## src/shared/ascc_defs.svh

```systemverilog
`ifndef ASCC_DEFS_SVH
`define ASCC_DEFS_SVH

// ==================================================
// clock and timing
`define ASCC_CLK_HZ          10000000
`define ASCC_TIMEOUT_US      200
`define ASCC_TIMEOUT_CYC     (`ASCC_TIMEOUT_US * (`ASCC_CLK_HZ / 1000000))
`define ASCC_BCLK_HALF_CYC   1

// ==================================================
// register indices (byte address is four times the index)
`define ASCC_IDX_ROLE        6'h13
`define ASCC_IDX_RATE        6'h14
`define ASCC_IDX_MON         6'h15
`define ASCC_IDX_SRC         6'h16
`define ASCC_IDX_INT_STS     6'h17
`define ASCC_IDX_INT_MASK    6'h18

// ==================================================
// reset values
`define ASCC_ROLE_RST        8'h02
`define ASCC_RATE_RST        8'h48
`define ASCC_MON_RST         8'hff
`define ASCC_SRC_RST         8'h10
`define ASCC_INT_RST         2'h0

// ==================================================
// field positions
`define ASCC_ROLE_BIT        7
`define ASCC_CUSTOM_BIT      6
`define ASCC_PLLOFF_BIT      5
`define ASCC_GATE_BIT        4
`define ASCC_FAMILY_BIT      3
`define ASCC_FREQ_MSB        2
`define ASCC_FREQ_LSB        0
`define ASCC_PRATE_MSB       7
`define ASCC_PRATE_LSB       4
`define ASCC_PRATIO_MSB      3
`define ASCC_PRATIO_LSB      0
`define ASCC_ROOT_BIT        7
`define ASCC_SPEC_BIT        6
`define ASCC_MRATIO_MSB      5
`define ASCC_MRATIO_LSB      3
`define ASCC_INT_RATE_BIT    0
`define ASCC_INT_RATIO_BIT   1

// ==================================================
// code limits
`define ASCC_RATE_MAX        4'h8
`define ASCC_RATIO_MAX       4'hc
`define ASCC_CODE_INVALID    4'hf
`define ASCC_RATIO_DEFAULT   4'h8

`endif

```

## src/shared/ascc_pkg.sv

```systemverilog
package ascc_pkg;

   // ==================================================
   // derived clock configuration handed to the clock tree
   typedef struct packed {
      logic       autoDerive;
      logic       pllOn;
      logic       rootFromRef;
      logic       refByRatio;
      logic       family;
      logic [2:0] refFreqCode;
      logic [2:0] refRatioCode;
      logic [3:0] rateCode;
      logic [3:0] frameRatio;
   } ascc_clk_cfg_t;

   // ==================================================
   // avalon request bundle
   typedef struct packed {
      logic [7:0]  address;
      logic        read;
      logic        write;
      logic [31:0] writedata;
      logic [3:0]  byteenable;
   } ascc_avs_req_t;

endpackage

```

## src/hw/ascc_clock_config.sv

```systemverilog
`timescale 1ns/1ps
`include "ascc_defs.svh"

module ascc_clock_config
   import ascc_pkg::*;
(
   input  wire logic          core_clk,
   input  wire logic          rst_b,
   input  wire ascc_avs_req_t avsReq,
   output logic [31:0]        avsReadData,
   output logic               avsWaitRequest,
   input  wire logic          bclkIn,
   output logic               bclkOut,
   output logic               bclkOe,
   input  wire logic          fsyncIn,
   output logic               fsyncOut,
   output logic               fsyncOe,
   output ascc_clk_cfg_t      clkCfg,
   output logic               irq
);

   // ==================================================
   // decode helpers
   function automatic logic hit(input logic [7:0] addr,
                                input logic [5:0] idx);
      hit = (addr[1:0] == 2'h0) && (addr[7:2] == idx);
   endfunction

   // frame ratio for a code, zero when reserved
   function automatic logic [11:0] ratio_of(input logic [3:0] c);
      unique case (c)
         4'h0:    ratio_of = 12'h010;
         4'h1:    ratio_of = 12'h018;
         4'h2:    ratio_of = 12'h020;
         4'h3:    ratio_of = 12'h030;
         4'h4:    ratio_of = 12'h040;
         4'h5:    ratio_of = 12'h060;
         4'h6:    ratio_of = 12'h080;
         4'h7:    ratio_of = 12'h0c0;
         4'h8:    ratio_of = 12'h100;
         4'h9:    ratio_of = 12'h180;
         4'ha:    ratio_of = 12'h200;
         4'hb:    ratio_of = 12'h400;
         4'hc:    ratio_of = 12'h800;
         default: ratio_of = 12'h000;
      endcase
   endfunction

   // sample rate in hz for a code within a family
   function automatic int rate_hz(input logic [3:0] c,
                                  input logic fam);
      int base;
      base = 0;
      unique case (c)
         4'h0:    base = 8000;
         4'h1:    base = 16000;
         4'h2:    base = 24000;
         4'h3:    base = 32000;
         4'h4:    base = 48000;
         4'h5:    base = 96000;
         4'h6:    base = 192000;
         4'h7:    base = 384000;
         4'h8:    base = 768000;
         default: base = 0;
      endcase
      // the 44.1 kHz family is the 48 kHz one times 147/160
      rate_hz = fam ? (base / 160) * 147 : base;
   endfunction

   // frame period in core cycles to rate code
   function automatic logic [3:0] match_rate(input logic [11:0] p);
      int nom;
      int tol;
      match_rate = `ASCC_CODE_INVALID;
      for (int f = 0; f < 2; f++)
      begin
         for (int c = 0; c <= 8; c++)
         begin
            nom = `ASCC_CLK_HZ / rate_hz(4'(c), 1'(f));
            tol = nom / 32 + 1;
            if ((int'(p) >= nom - tol) && (int'(p) <= nom + tol))
            begin
               match_rate = 4'(c);
            end
         end
      end
   endfunction

   // edge count per frame to ratio code
   function automatic logic [3:0] match_ratio(input logic [11:0] n);
      match_ratio = `ASCC_CODE_INVALID;
      for (int c = 0; c <= 12; c++)
      begin
         if (n == ratio_of(4'(c)))
         begin
            match_ratio = 4'(c);
         end
      end
   endfunction

   localparam logic [11:0] TIMEOUT_CYC = 12'(`ASCC_TIMEOUT_CYC);
   localparam logic [7:0]  HALF_CYC    = 8'(`ASCC_BCLK_HALF_CYC);

   // ==================================================
   // registers and internal state
   logic [7:0]  roleCfg_reg;
   logic [7:0]  rateCfg_reg;
   logic [7:0]  srcCfg_reg;
   logic [3:0]  rateSts_reg;
   logic [3:0]  ratioSts_reg;
   logic [1:0]  intSts_reg;
   logic [1:0]  intMask_reg;
   logic        wrAcc;
   logic        master;
   logic        gated;
   logic [7:0]  halfCnt_reg;
   logic [11:0] bitCnt_reg;
   logic [11:0] genRatio;
   logic        lineBclk;
   logic        lineFsync;
   logic        bclkPrev_reg;
   logic        fsyncPrev_reg;
   logic        bclkRise;
   logic        fsyncRise;
   logic [11:0] periodCnt_reg;
   logic [11:0] edgeCnt_reg;
   logic [11:0] edgesNow;
   logic [3:0]  rateSts_next;
   logic [3:0]  ratioSts_next;
   logic [1:0]  intEvt;
   logic [1:0]  intSts_next;

   // write accepted at the edge that sees waitrequest low
   assign wrAcc  = avsReq.write && !avsWaitRequest
                   && avsReq.byteenable[0];
   assign master = roleCfg_reg[`ASCC_ROLE_BIT];
   assign gated  = master
                   && roleCfg_reg[`ASCC_GATE_BIT];

   // ==================================================
   // bus handshake: one wait state, then one ready cycle
   always_ff @(posedge core_clk or negedge rst_b)
   begin
      if (!rst_b)
      begin
         avsWaitRequest <= 1'b1;
      end
      else if (!avsWaitRequest)
      begin
         avsWaitRequest <= 1'b1;
      end
      else if (avsReq.read || avsReq.write)
      begin
         avsWaitRequest <= 1'b0;
      end
   end

   // read data captured while the wait state is dropped
   always_ff @(posedge core_clk or negedge rst_b)
   begin
      if (!rst_b)
      begin
         avsReadData <= 32'h0;
      end
      else if (avsReq.read && avsWaitRequest)
      begin
         avsReadData <= 32'h0;                  // unmapped reads zero
         if (hit(avsReq.address, `ASCC_IDX_ROLE))
            avsReadData[7:0] <= roleCfg_reg;
         if (hit(avsReq.address, `ASCC_IDX_RATE))
            avsReadData[7:0] <= rateCfg_reg;
         if (hit(avsReq.address, `ASCC_IDX_MON))
            avsReadData[7:0] <= {rateSts_reg, ratioSts_reg};
         if (hit(avsReq.address, `ASCC_IDX_SRC))
            avsReadData[7:0] <= {srcCfg_reg[7:3], 3'h0};
         if (hit(avsReq.address, `ASCC_IDX_INT_STS))
            avsReadData[1:0] <= intSts_reg;
         if (hit(avsReq.address, `ASCC_IDX_INT_MASK))
            avsReadData[1:0] <= intMask_reg;
      end
   end

   // ==================================================
   // configuration registers
   always_ff @(posedge core_clk or negedge rst_b)
   begin
      if (!rst_b)
      begin
         roleCfg_reg <= `ASCC_ROLE_RST;
         rateCfg_reg <= `ASCC_RATE_RST;
         srcCfg_reg  <= `ASCC_SRC_RST;
         intMask_reg <= `ASCC_INT_RST;
      end
      else if (wrAcc)
      begin
         if (hit(avsReq.address, `ASCC_IDX_ROLE))
            roleCfg_reg <= avsReq.writedata[7:0];
         if (hit(avsReq.address, `ASCC_IDX_RATE))
            rateCfg_reg <= avsReq.writedata[7:0];
         if (hit(avsReq.address, `ASCC_IDX_SRC))
            srcCfg_reg <= {avsReq.writedata[7:3], 3'h0};
         if (hit(avsReq.address, `ASCC_IDX_INT_MASK))
            intMask_reg <= avsReq.writedata[1:0];
      end
   end

   // ==================================================
   // derived clock configuration
   always_ff @(posedge core_clk or negedge rst_b)
   begin
      if (!rst_b)
      begin
         clkCfg <= '0;
      end
      else
      begin
         clkCfg.autoDerive <=
            !roleCfg_reg[`ASCC_CUSTOM_BIT];
         clkCfg.pllOn <= !roleCfg_reg[`ASCC_CUSTOM_BIT]
            && !roleCfg_reg[`ASCC_PLLOFF_BIT];
         clkCfg.rootFromRef <= !master
            && !roleCfg_reg[`ASCC_CUSTOM_BIT]
            && roleCfg_reg[`ASCC_PLLOFF_BIT]
            && srcCfg_reg[`ASCC_ROOT_BIT];
         clkCfg.refByRatio <= !roleCfg_reg[`ASCC_CUSTOM_BIT]
            && srcCfg_reg[`ASCC_SPEC_BIT];
         clkCfg.family <= master
            && roleCfg_reg[`ASCC_FAMILY_BIT];
         clkCfg.refFreqCode <=
            roleCfg_reg[`ASCC_FREQ_MSB:`ASCC_FREQ_LSB];
         clkCfg.refRatioCode <=
            srcCfg_reg[`ASCC_MRATIO_MSB:`ASCC_MRATIO_LSB];
         // slave auto mode follows the bus, not the codes
         if (!master && !roleCfg_reg[`ASCC_CUSTOM_BIT])
         begin
            clkCfg.rateCode   <= rateSts_reg;
            clkCfg.frameRatio <= ratioSts_reg;
         end
         else
         begin
            clkCfg.rateCode <=
               rateCfg_reg[`ASCC_PRATE_MSB:`ASCC_PRATE_LSB];
            clkCfg.frameRatio <=
               rateCfg_reg[`ASCC_PRATIO_MSB:`ASCC_PRATIO_LSB];
         end
      end
   end

   // ==================================================
   // master clock generation
   // a reserved ratio falls back to the reset ratio
   assign genRatio =
      (ratio_of(rateCfg_reg[`ASCC_PRATIO_MSB:`ASCC_PRATIO_LSB])
       == 12'h0)
      ? ratio_of(`ASCC_RATIO_DEFAULT)
      : ratio_of(rateCfg_reg[`ASCC_PRATIO_MSB:`ASCC_PRATIO_LSB]);

   // bit clock divider and frame position
   always_ff @(posedge core_clk or negedge rst_b)
   begin
      if (!rst_b)
      begin
         halfCnt_reg <= 8'h0;
         bitCnt_reg  <= 12'h0;
         bclkOut     <= 1'b0;
         fsyncOut    <= 1'b0;
      end
      else if (!master || gated)
      begin
         halfCnt_reg <= 8'h0;
         bitCnt_reg  <= 12'h0;
         bclkOut     <= 1'b0;
         fsyncOut    <= 1'b0;
      end
      else if (halfCnt_reg == HALF_CYC - 8'h1)
      begin
         halfCnt_reg <= 8'h0;
         bclkOut     <= !bclkOut;
         // frame sync changes on the falling bit clock edge
         if (bclkOut)
         begin
            fsyncOut   <= (bitCnt_reg == 12'h0);
            bitCnt_reg <= (bitCnt_reg >= genRatio - 12'h1)
                          ? 12'h0 : bitCnt_reg + 12'h1;
         end
      end
      else
      begin
         halfCnt_reg <= halfCnt_reg + 8'h1;
      end
   end

   // pin drive follows the role
   always_ff @(posedge core_clk or negedge rst_b)
   begin
      if (!rst_b)
      begin
         bclkOe  <= 1'b0;
         fsyncOe <= 1'b0;
      end
      else
      begin
         bclkOe  <= master;
         fsyncOe <= master;
      end
   end

   // ==================================================
   // bus clock monitor
   assign lineBclk  = bclkOe ? bclkOut : bclkIn;
   assign lineFsync = fsyncOe ? fsyncOut : fsyncIn;
   assign bclkRise  = lineBclk && !bclkPrev_reg;
   assign fsyncRise = lineFsync && !fsyncPrev_reg;
   assign edgesNow  = (edgeCnt_reg == 12'hfff) ? edgeCnt_reg
                      : edgeCnt_reg + {11'h0, bclkRise};

   // line history for edge detection
   always_ff @(posedge core_clk or negedge rst_b)
   begin
      if (!rst_b)
      begin
         bclkPrev_reg  <= 1'b0;
         fsyncPrev_reg <= 1'b0;
      end
      else
      begin
         bclkPrev_reg  <= lineBclk;
         fsyncPrev_reg <= lineFsync;
      end
   end

   // frame period and bit clock edge counters
   always_ff @(posedge core_clk or negedge rst_b)
   begin
      if (!rst_b)
      begin
         periodCnt_reg <= TIMEOUT_CYC;
         edgeCnt_reg   <= 12'h0;
      end
      else if (fsyncRise)
      begin
         periodCnt_reg <= 12'h1;
         edgeCnt_reg   <= 12'h0;
      end
      else
      begin
         if (periodCnt_reg != TIMEOUT_CYC)
            periodCnt_reg <= periodCnt_reg + 12'h1;
         edgeCnt_reg <= edgesNow;
      end
   end

   // next status codes
   always_comb
   begin
      rateSts_next  = rateSts_reg;
      ratioSts_next = ratioSts_reg;
      if (fsyncRise && periodCnt_reg != TIMEOUT_CYC)
      begin
         rateSts_next  = match_rate(periodCnt_reg);
         ratioSts_next = match_ratio(edgesNow);
      end
      else if (fsyncRise || periodCnt_reg == TIMEOUT_CYC)
      begin
         rateSts_next  = `ASCC_CODE_INVALID;
         ratioSts_next = `ASCC_CODE_INVALID;
      end
   end

   // detected rate and ratio status
   always_ff @(posedge core_clk or negedge rst_b)
   begin
      if (!rst_b)
      begin
         rateSts_reg  <= `ASCC_CODE_INVALID;
         ratioSts_reg <= `ASCC_CODE_INVALID;
      end
      else
      begin
         rateSts_reg  <= rateSts_next;
         ratioSts_reg <= ratioSts_next;
      end
   end

   // ==================================================
   // interrupts: status change events, set wins over clear
   assign intEvt[`ASCC_INT_RATE_BIT]  = rateSts_next != rateSts_reg;
   assign intEvt[`ASCC_INT_RATIO_BIT] = ratioSts_next != ratioSts_reg;

   always_comb
   begin
      intSts_next = intSts_reg;
      if (wrAcc && hit(avsReq.address, `ASCC_IDX_INT_STS))
         intSts_next = intSts_next & ~avsReq.writedata[1:0];
      intSts_next = intSts_next | intEvt;
   end

   // sticky status and level interrupt
   always_ff @(posedge core_clk or negedge rst_b)
   begin
      if (!rst_b)
      begin
         intSts_reg <= `ASCC_INT_RST;
         irq        <= 1'b0;
      end
      else
      begin
         intSts_reg <= intSts_next;
         irq        <= |(intSts_next & intMask_reg);
      end
   end

endmodule // ascc_clock_config

```

## config.mk

```make
export PLATFORM = sky130hd
export DESIGN_NAME = ascc_clock_config
export DESIGN_NICKNAME = d
export VERILOG_FILES = /design/src/shared/ascc_pkg.sv /design/src/hw/ascc_clock_config.sv
export VERILOG_INCLUDE_DIRS = /design/src /design/src/shared
export SDC_FILE = /design/constraint.sdc
export NUM_CORES = 1
export LEC_CHECK = 0
export BUFFER_PORTS_ARGS = -buffer_cell sky130_fd_sc_hd__buf_2
export CORE_MARGIN = 2
export CORE_UTILIZATION = 40
export CTS_BUF_LIST = sky130_fd_sc_hd__clkbuf_2 sky130_fd_sc_hd__clkbuf_4 sky130_fd_sc_hd__clkbuf_8
export CTS_CLUSTER_DIAMETER = 50
export CTS_CLUSTER_SIZE = 8
export DETAILED_ROUTE_END_ITERATION = 8
export GPL_ROUTABILITY_DRIVEN = 0
export MAX_ROUTING_LAYER = met4
export SKIP_CTS_REPAIR_TIMING = 1
export SLEW_MARGIN = 20
export SYNTH_ARGS = -nofsm -noshare
export SYNTH_HDL_FRONTEND = slang
export SYNTH_SLANG_ARGS = --single-unit
```

## constraint.sdc

```tcl
create_clock -name core_clk -period 7.9 [get_ports core_clk]
set_clock_uncertainty 0.1 [all_clocks]
set_input_delay 0.395 -clock core_clk [delete_from_list [all_inputs] [get_ports core_clk]]
set_output_delay 0.395 -clock core_clk [all_outputs]
set_load 0.01 [all_outputs]
```

==> results of run 1 <==
-- per-stage QoR --
stage                     setup slack (ns)  hold WS, ns  area (um^2)  utilization (%)  total power [mW]
final                                3.681      0.04887         7377            44.17             1.177
after global routing                 3.465      0.03985         7377            44.17             1.245
after global placement               3.781       0.2087         7166            42.91            0.8289
after detailed placement             3.734       0.2227         7166            42.91            0.8358
after CTS                            3.700      -0.2374         7363            44.09             1.187
after floorplan                      4.217   -0.0005911         6953                -            0.7878
-- kinds of logic (layout without fill, tap and decap cells) --
kind of cell / Yosys count / count (layout) / share of synthesized area, %
DFF: 111 / 111 / 40.80
and+or+nand+nor: 287 / 287 / 22.12
other: 1 / 24 / 0.05461
AOI/OAI and AO/OA: 149 / 149 / 15.65
muxes: 40 / 40 / 6.469
buffers and inverters: 87 / 97 / 6.487
adders and majority gates: 21 / 21 / 3.827
xor gates and xnor gates: 36 / 36 / 4.592
-- cells in the mapped netlist, drive strengths merged (4+ instances only) --
cell	count
a211oi	4
a21o	4
a21oi	19
a221oi	5
a222oi	4
a22o	4
a22oi	6
a311o	4
a31oi	7
and2	12
and3	8
and4	6
buf	37
clkbuf	28
dfrtp	92
dfstp	19
ha	21
inv	22
mux2	29
mux2i	11
nand2	58
nand2b	9
nand3	23
nand3b	4
nand4	21
nor2	81
nor2b	11
nor3	15
nor3b	5
nor4	7
o211ai	5
o21ai	42
o22ai	4
o31ai	4
or3	4
or4	4
or4b	4
xnor2	13
xor2	23
-- metal layers --
layer	vias up	GRT usage, %	part of all wire (%)
li1	2646	-	-
met1	2624	23.54	45
met2	175	28.99	47
met3	31	3.529	5.1
met4	0	6.655	2.4
met5	-	-	0
-- worst paths after layout --
check                                 end  depth (start not counted)      startpoint  slack (ns)
hold / removal             avsWaitRequest                          2      avsReq[37]        0.05
setup / recovery                      irq                         12         fsyncOe        3.68
hold reg to reg                clkCfg[11]                          0  roleCfg_reg[0]        0.32
min in group asynchronous      clkCfg[18]                          2           rst_b        0.32
max in group asynchronous   bitCnt_reg[2]                          3           rst_b        6.32
setup reg to reg                      irq                         12         fsyncOe        3.68
-- final cells by class --
type,instances,area (um^2)
Timing Repair Buffer,59,314.1
Fill cell,1607,9324
Multi-Input combinational cell,557,3706
Inverter,22,82.58
Tap cell,220,275.3
Clock inverter,7,73.82
Sequential cell,111,2801
Clock buffer,9,123.9
-- power groups by stage --
stage	Clock (mW)	Sequential, mW	Combinational, mW
2_1_floorplan	0	0.616	0.172
3_3_place_gp	0	0.649	0.180
3_5_place_dp	0	0.652	0.184
4_1_cts	0.361	0.641	0.185
5_1_grt	0.386	0.648	0.211
6_report	0.349	0.642	0.187
==> results.sh, run 1 <==
export IMPL_first_iter_violations=574
export IMPL_maxCapViolations=0
export IMPL_vias=5476
export IMPL_via_per_inst=5.559
export IMPL_synthTopCellsByArea="dfrtp_1, dfstp_2, mux2_2, nor2_1, ha_1"
export IMPL_path_buf_inv=0
export IMPL_path_max_fanout=8
export IMPL_grt_util_all_layers_pct=18.33
export IMPL_worstSetupEndpointType="flop"
export IMPL_finalCritPeriodShare_pct=53.41
export IMPL_nNetsFinal=831
export IMPL_grt_pass1_vias=5257
export IMPL_start_kind="flop"
export IMPL_areaGrowthSynthToFinish_pct=7.434
export IMPL_die_h_um=135.0
export IMPL_yosysSeqAreaShare_pct=40.80
export IMPL_drive_gt1_share_pct=18.82
export IMPL_worst_path_largest_cell_delay_ns=0.66
export IMPL_cts_tree="yes"
export IMPL_syn_area_um2=6867
export IMPL_ys_flop_type="dfrtp_1"
export IMPL_status="completed"
export IMPL_wl_mm=15.53
export IMPL_period_needed_ns=4.219
export IMPL_clock_latency_ns=0.40
export IMPL_p_sw_uw=385.8
export IMPL_diodes=0
export IMPL_synth_ff_latch_count=111
export IMPL_setup_viol=0
export IMPL_p_clk_share_pct=29.6
export IMPL_yosys_warnings=0
export IMPL_coreArea_um2=16700
export IMPL_yosysTopAreaCellShare_pct=33.53
export IMPL_internal_power_uw=791.5
export IMPL_dieArea_um2=18230
export IMPL_relSlewSlack_pct=37.25
export IMPL_final_cell_mix="dfrtp_1, nor2_1, nand2_1, buf_2, o21ai_0"
export IMPL_final_common_cell="dfrtp_1"
export IMPL_grt_setup_unrepaired="no"
export IMPL_finalHoldViolCount=0
export IMPL_clock_path_buffers=2
export IMPL_synth_cell_types=87
export IMPL_combPwrFrac_pct=15.9
export IMPL_remaining_drc_errors=0
export IMPL_grt_max_degree=87
export IMPL_grt_overflow=0
export IMPL_synth_async_sr_flop_share_pct=100.0
export IMPL_fp_dieW_um=135.0
export IMPL_synth_top_area_cell="dfrtp_1"
export IMPL_dr_pass1_iters=6
export IMPL_arrival_ns=4.42
export IMPL_start_util_pct=41.11
export IMPL_io_buffer_count=55
export IMPL_p_per_area_nw_per_um2=159.6
export IMPL_p_leak_nw=3.255
export IMPL_holdCritPathClass="in -> reg"
export IMPL_clock_sinks=111
export IMPL_grt_pass1_wl_mm=26.26
export IMPL_root_buffer="clkbuf_8"
export IMPL_rows=47
export IMPL_numCtsBuffers=9
export IMPL_max_slew_worst_pin_slew_ns=0.9377
export IMPL_hpwl_mm=11.27
export IMPL_htreeDepth=3
export IMPL_largest_register="clkCfg"
export IMPL_critPathKind="reg -> reg"
export IMPL_antenna_found_initial=0
export IMPL_cp_common_cell="ha_1"
export IMPL_max_freq_ghz=0.2370
export IMPL_io_pins=107
export IMPL_vdd_drop_max_mv=0.07033
export IMPL_cp_required_ns=8.10
export IMPL_cp_cell_sequence="mux2_2 > nor2b_1 > ha_1 > ha_1 > nand3_1 > nor3_1 > mux2i_1 > nand4_1 > o32ai_1 > o211a_1 > nand4_2 > a22o_1"
export IMPL_switching_share_pct=32.77
export IMPL_cpMaxStageDelayCell="o32ai_1"
export IMPL_setup_tns_final_ns=0
export IMPL_wl_per_cell_um=15.77
export IMPL_layout_cells_non_filler=985
export IMPL_dp_cells=968
export IMPL_synth_edf_count=0
export IMPL_pwr_share_seq_pct=54.5
export IMPL_synth_avg_cell_area_um2=9.381
export IMPL_slew_viol_final=0
export IMPL_largest_register_ffs=19
export IMPL_ant_nets=0
export IMPL_postSynthCellCount=732
export IMPL_clkSlewWorstSetupHoldPaths_ns=0.12
export IMPL_path_delay_family="simple AND/OR/NAND/NOR gates"
Power figures use the tool's default switching activity.
==> run 2: changes to the inputs <==
--- a/config.mk
+++ b/config.mk
@@ -6,6 +6,7 @@
 export SDC_FILE = /design/constraint.sdc
 export NUM_CORES = 1
 export LEC_CHECK = 0
+export ABC_AREA = 1
 export BUFFER_PORTS_ARGS = -buffer_cell sky130_fd_sc_hd__buf_2
 export CORE_MARGIN = 2
 export CORE_UTILIZATION = 40
==> constraint.sdc (replaced) <==
create_clock -name core_clk -period 3.72 [get_ports core_clk]
set_clock_uncertainty 0.1 [all_clocks]
set_input_delay 0.186 -clock core_clk [delete_from_list [all_inputs] [get_ports core_clk]]
set_output_delay 0.186 -clock core_clk [all_outputs]
set_load 0.01 [all_outputs]
==> run 2 against run 1 <==
Effect of this change:
- sequential share of layout area shrank 2.9 points
- total power rose by 130%
- clock-buffer cell count is the same
- non-clock buffer count is 10 higher
- synthesized cell count rose by 38%
- die area up 5.1%
- routed wire length rose by 12%
- critical endpoint unchanged
- clock power up 120%
- global-route usage up 0.88 points
- combinational power grew to 3.3 times the previous value
==> results.sh, run 2 <==
export IMPL_dr_pass1_iters=5
export IMPL_arrival_ns=3.22
export IMPL_status="completed"
export IMPL_root_buffer="clkbuf_8"
export IMPL_hpwl_mm=13.24
export IMPL_synth_ff_latch_count=111
export IMPL_reg2reg_slack_ns=0.71
export IMPL_grt_overflow=0
export IMPL_grt_pass1_wl_mm=29.57
export IMPL_htreeDepth=3
export IMPL_clock_path_buffers=2
export IMPL_switching_share_pct=36.18
export IMPL_p_sw_uw=999.2
export IMPL_clock_latency_ns=0.40
export IMPL_largest_register="clkCfg"
export IMPL_finalCritPeriodShare_pct=80.84
export IMPL_diodes=0
export IMPL_internal_power_mw=1.763
export IMPL_synth_async_sr_flop_share_pct=100.0
export IMPL_setup_tns_final_ns=0
export IMPL_p_leak_nw=4.060
export IMPL_multi_input_area_um2=3646
export IMPL_synth_cell_types=48
export IMPL_vdd_drop_max_mv=0.1893
export IMPL_pwr_share_seq_pct=49.4
export IMPL_cts_tree="yes"
export IMPL_yosysSeqAreaShare_pct=38.78
export IMPL_synthTopCellsByArea="dfrtp_1, nand2_1, inv_1, dfstp_2, nor2_1"
export IMPL_grt_max_degree=58
export IMPL_cp_required_ns=3.93
export IMPL_grt_util_all_layers_pct=19.21
export IMPL_coreArea_um2=17840
export IMPL_largest_register_ffs=19
export IMPL_finalHoldViolCount=0
export IMPL_numCtsBuffers=9
export IMPL_remaining_drc_errors=0
export IMPL_io_buffer_count=55
export IMPL_max_freq_ghz=0.3325
export IMPL_yosysTopAreaCellShare_pct=31.87
export IMPL_yosysMostFrequentCell="nand2_1"
export IMPL_antenna_found_initial=0
export IMPL_maxCapViolations=0
export IMPL_max_slew_worst_pin_slew_ns=0.7538
export IMPL_yosys_warnings=0
export IMPL_grt_pass1_vias=6061
export IMPL_fp_dieW_um=138.4
export IMPL_start_kind="flop"
export IMPL_p_per_area_nw_per_um2=346.2
export IMPL_via_per_inst=4.965
export IMPL_first_iter_violations=415
export IMPL_final_common_cell="nand2_1"
export IMPL_worstSetupEndpointType="flop"
export IMPL_synth_common_cells="nand2_1, inv_1, nor2_1"
export IMPL_critPathKind="reg -> reg"
export IMPL_ys_flop_type="dfrtp_1"
export IMPL_period_needed_ns=3.007
export IMPL_path_max_fanout=6
export IMPL_synth_avg_cell_area_um2=7.160
export IMPL_io_pins=107
export IMPL_start_util_pct=40.49
export IMPL_drive_gt1_share_pct=13.17
export IMPL_rows=49
export IMPL_nFillCells=1870
export IMPL_areaGrowthSynthToFinish_pct=10.41
export IMPL_die_h_um=138.4
export IMPL_syn_area_um2=7224
export IMPL_vias=6489
export IMPL_slew_viol_final=0
export IMPL_ant_nets=0
export IMPL_wl_mm=17.44
export IMPL_clkSlewWorstSetupHoldPaths_ns=0.12
export IMPL_nNetsFinal=1144
export IMPL_holdCritPathClass="in -> reg"
export IMPL_final_cell_mix="nand2_1, inv_1, nor2_1, dfrtp_1, o21ai_0"
export IMPL_pre_cts_ws_ns=0.6910
export IMPL_synth_top_area_cell="dfrtp_1"
export IMPL_grt_setup_unrepaired="no"
export IMPL_relSlewSlack_pct=49.75
export IMPL_wl_per_cell_um=13.34
export IMPL_postSynthCellCount=1009
export IMPL_setup_viol=0
export IMPL_setup_ws_ns=0.7127
export IMPL_clock_sinks=111
export IMPL_synth_edf_count=0
export IMPL_combPwrFrac_pct=22.3
export IMPL_regArea_um2=2801
export IMPL_dieArea_um2=19150
export IMPL_p_clk_share_pct=28.3
run 2: cell count changes after synthesis, sizes merged, moves of 28 or more:
cell   delta
nor2     +63
inv     +138
nand3    +55
nand2   +167
a21oi    +28
mux2     -29
o21ai    +34
run 2: through the flow:
| step | instance area (um^2) | cells | util, % | total power [mW] | hold slack, ns |
|---|---|---|---|---|---|
| after global routing | 7976 | 1307 | 44.71 | 2.936 | 0.04427 |
| after global placement | 7659 | 1281 | 42.93 | 1.985 | 0.2216 |
| after CTS | 7876 | 1297 | 44.15 | 2.788 | -0.2329 |
| final | 7976 | 1307 | 44.71 | 2.762 | 0.008470 |
| after detailed placement | 7659 | 1281 | 42.93 | 1.987 | 0.2228 |
| after floorplan | 7311 | 1032 | - | 1.809 | -0.2096 |
run 2: logic make-up after synthesis:
logic type               after synthesis  share of synthesized area [%]
AND/OR/NAND/NOR                      508                          31.99
AO/OA/AOI/OAI                        156                          12.14
adder cells (fa/ha/maj)               21                          3.637
other                                  1                        0.05191
XOR/XNOR                              12                          1.455
buffers and inverters                200                          11.95
flip-flops                           111                          38.78
run 2: final timing paths:
check,end,depth (start not counted),from
setup reg to reg,irq,21,fsyncOe
setup / recovery,irq,21,fsyncOe
min in group asynchronous,edgeCnt_reg[8],2,rst_b
hold / removal,fsyncPrev_reg,3,fsyncIn
hold reg to reg,clkCfg[9],0,srcCfg_reg[4]
max in group asynchronous,rateCfg_reg[6],3,rst_b
run 2: cell type report:
type | count | share of cell area [%]
clock buffer | 9 | 1.553
clock inverter | 7 | 1.176
inverter | 161 | 7.576
multi-input combinational | 721 | 45.71
sequential | 111 | 35.12
tap | 229 | 3.592
timing repair buffer | 69 | 5.271
run 2: critical path, cell delays in order (launching register included):
cell and delay, ns:
dfrtp_1 0.44, inv_1 0.07, nand2_1 0.06, a21oi_1 0.19, ha_1 0.21, ha_1 0.21
nand3_2 0.15, o21ai_2 0.19, nand3_4 0.13, nor2_4 0.16, inv_2 0.08, nor2_4 0.14
nand3_2 0.12, nand2_1 0.10, o21bai_2 0.14, inv_2 0.06, nand2_2 0.06, nand3_2 0.07
nor2_2 0.09, nand2_2 0.06, nand2_1 0.06, nand2_1 0.04
run 2: power groups by stage:
stage	Sequential, mW	Combinational (mW)	Clock [mW]
6_report	1.37	0.615	0.782
5_1_grt	1.38	0.702	0.856
4_1_cts	1.36	0.605	0.818
3_5_place_dp	1.38	0.602	0
3_3_place_gp	1.39	0.598	0
2_1_floorplan	1.36	0.447	0
run 2: metal layers:
layer,vias up,track usage (%),wire [um]
met5,-,-,0
met2,163,29.47,7860
met4,0,5.424,291
met3,20,2.632,840
met1,2974,26.77,8446
li1,3332,-,-
==> run 3: changes to the inputs <==
==> constraint.sdc (replaced) <==
create_clock -name core_clk -period 3.05 [get_ports core_clk]
set_clock_uncertainty 0.1 [all_clocks]
set_input_delay 0.1525 -clock core_clk [delete_from_list [all_inputs] [get_ports core_clk]]
set_output_delay 0.1525 -clock core_clk [all_outputs]
set_load 0.01 [all_outputs]
==> run 3 against run 2 <==
Effect of this change:
- final cell count up 1.6%
- worst hold slack better by 0.0055 ns
- sequential share of layout area is 1.1 points lower
- first-iteration DRC count increased by 5.5%
- global-route usage fell by 0.072 points
- cell area up 3.3%
- combinational power rose by 29%
- routed wire length increased by 2.8%
- critical path type unchanged
==> results.sh, run 3 (synthesis gave the netlist of run 2 again) <==
export IMPL_status="completed"
export IMPL_root_buffer="clkbuf_8"
export IMPL_slew_viol_final=0
export IMPL_largest_register="clkCfg"
export IMPL_dr_pass1_iters=5
export IMPL_maxCapViolations=0
export IMPL_drive_gt1_share_pct=17.02
export IMPL_layout_cells_non_filler=1328
export IMPL_p_per_area_nw_per_um2=407.2
export IMPL_vdd_drop_max_mv=0.3032
export IMPL_grt_pass1_wl_mm=29.55
export IMPL_hold_end="rateCfg_reg[1]"
export IMPL_antenna_found_initial=0
export IMPL_start_kind="flop"
export IMPL_clkSlewWorstSetupHoldPaths_ns=0.12
export IMPL_dieArea_um2=19150
export IMPL_final_common_cell="nand2_1"
export IMPL_cts_tree="yes"
export IMPL_coreArea_um2=17840
export IMPL_areaGrowthSynthToFinish_pct=14.08
export IMPL_relSlewSlack_pct=57.62
export IMPL_nFillCells=1801
export IMPL_hpwl_mm=13.14
export IMPL_setup_tns_final_ns=0
export IMPL_ant_nets=0
export IMPL_clock_sinks=111
export IMPL_nNetsFinal=1165
export IMPL_cp_required_ns=3.25
export IMPL_finalHoldViolCount=0
export IMPL_setup_viol=0
export IMPL_numCtsBuffers=9
export IMPL_grt_pass1_vias=6116
export IMPL_fp_dieW_um=138.4
export IMPL_via_per_inst=4.984
export IMPL_p_leak_nw=4.142
export IMPL_path_max_fanout=5
export IMPL_first_iter_violations=438
export IMPL_largest_register_ffs=19
export IMPL_max_slew_worst_pin_slew_ns=0.6357
export IMPL_reg2reg_slack_ns=0.08
export IMPL_wl_mm=17.93
export IMPL_final_cell_mix="nand2_1, inv_1, nor2_1, dfrtp_1, o21ai_0"
export IMPL_dp_cells=1290
export IMPL_critPathKind="reg -> reg"
export IMPL_regArea_um2=2803
export IMPL_finalCritPeriodShare_pct=97.44
export IMPL_arrival_ns=3.18
export IMPL_diodes=0
export IMPL_vias=6619
export IMPL_max_freq_ghz=0.3365
export IMPL_rows=49
export IMPL_clock_latency_ns=0.40
export IMPL_r2r_cells=22
export IMPL_holdCritPathClass="in -> reg"
export IMPL_worstSetupEndpointType="flop"
export IMPL_multi_input_area_um2=3779
export IMPL_remaining_drc_errors=0
export IMPL_grt_overflow=0
export IMPL_io_buffer_count=55
export IMPL_grt_max_degree=65
export IMPL_crit_reg2reg_launch="fsyncOe"
export IMPL_start_util_pct=40.49
export IMPL_clock_path_buffers=2
export IMPL_hold_depth=3
export IMPL_io_pins=107
export IMPL_htreeDepth=3
export IMPL_grt_util_all_layers_pct=19.14
export IMPL_final_util_pct=46.20
export IMPL_wl_per_cell_um=13.50
export IMPL_period_needed_ns=2.972
export IMPL_die_h_um=138.4
export IMPL_grt_setup_unrepaired="yes"
export IMPL_r2r_end="irq"
export IMPL_min_from="avsReq[5]"
## run 3: cell count changes in the layout (fill, tap and decap cells not counted), moves of 3 or more
cell / before / now
nand3_1: 67 / 63
a21oi_2: 0 / 5
nand2_1: 218 / 211
nor2_1: 129 / 125
buf_4: 4 / 21
nand2_2: 7 / 14
nand3_4: 2 / 6
a21oi_1: 47 / 42
nor2_2: 8 / 11
## run 3: area by class of cell
cell class                 count  share of cell area [%]
clock inverter                 7                  0.8805
tap                          229                   3.477
multi-input combinational    722                   45.85
sequential                   111                   34.01
inverter                     161                   7.333
timing repair buffer          89                   6.953
clock buffer                   9                   1.503
## run 3: how the worst max path moves through the flow
stage	startpoint	endpoint	slack (ns)
6_report	fsyncOe	irq	0.08
5_1_grt	fsyncOe	irq	-0.15
4_1_cts	fsyncOe	irq	0.06
3_5_place_dp	fsyncOe	irq	0.08
3_3_place_gp	fsyncOe	irq	0.14
2_1_floorplan	rateCfg_reg[3]	bitCnt_reg[10]	0.11
## run 3: per-stage QoR
| stage | hold slack (ns) | power (mW) | setup slack, ns | cell area (um^2) |
|---|---|---|---|---|
| 6_report | 0.01396 | 3.356 | 0.07823 | 8242 |
| 5_1_grt | 0.05483 | 3.565 | -0.1535 | 8242 |
| 4_1_cts | -0.3364 | 3.363 | 0.05990 | 7923 |
| 3_5_place_dp | 0.1156 | 2.421 | 0.08238 | 7726 |
| 3_3_place_gp | 0.1124 | 2.429 | 0.1424 | 7726 |
| 2_1_floorplan | -0.2431 | 2.206 | 0.1088 | 7311 |
## run 3: metal layers
metal	global-route usage (%)	wire [um]
met1	26.06	8593
met2	29.89	8198
met3	3.117	861
met4	4.995	277
met5	-	0
## run 3: critical path: stages (launching register included)
cell,delay (ns)
dfrtp_1,0.43
inv_2,0.06
nand2_2,0.05
a21oi_2,0.14
ha_2,0.22
ha_4,0.16
nand3_4,0.11
nor2_4,0.16
nand3_2,0.10
nand2_2,0.10
nand3_4,0.12
nor2_4,0.21
nand3_2,0.15
nand2_2,0.10
inv_2,0.04
nand4_1,0.09
nand2_1,0.08
nand3_2,0.10
nand3_2,0.07
nor2_2,0.11
nand2_2,0.05
nand2_1,0.05
nand2_1,0.04
## run 3: power breakdown
group | switching [mW] | internal, mW | total [mW]
clock | 0.588 | 0.323 | 0.911
combinational | 0.533 | 0.259 | 0.792
sequential | 0.0827 | 1.57 | 1.65
total | 1.20 | 2.15 | 3.36
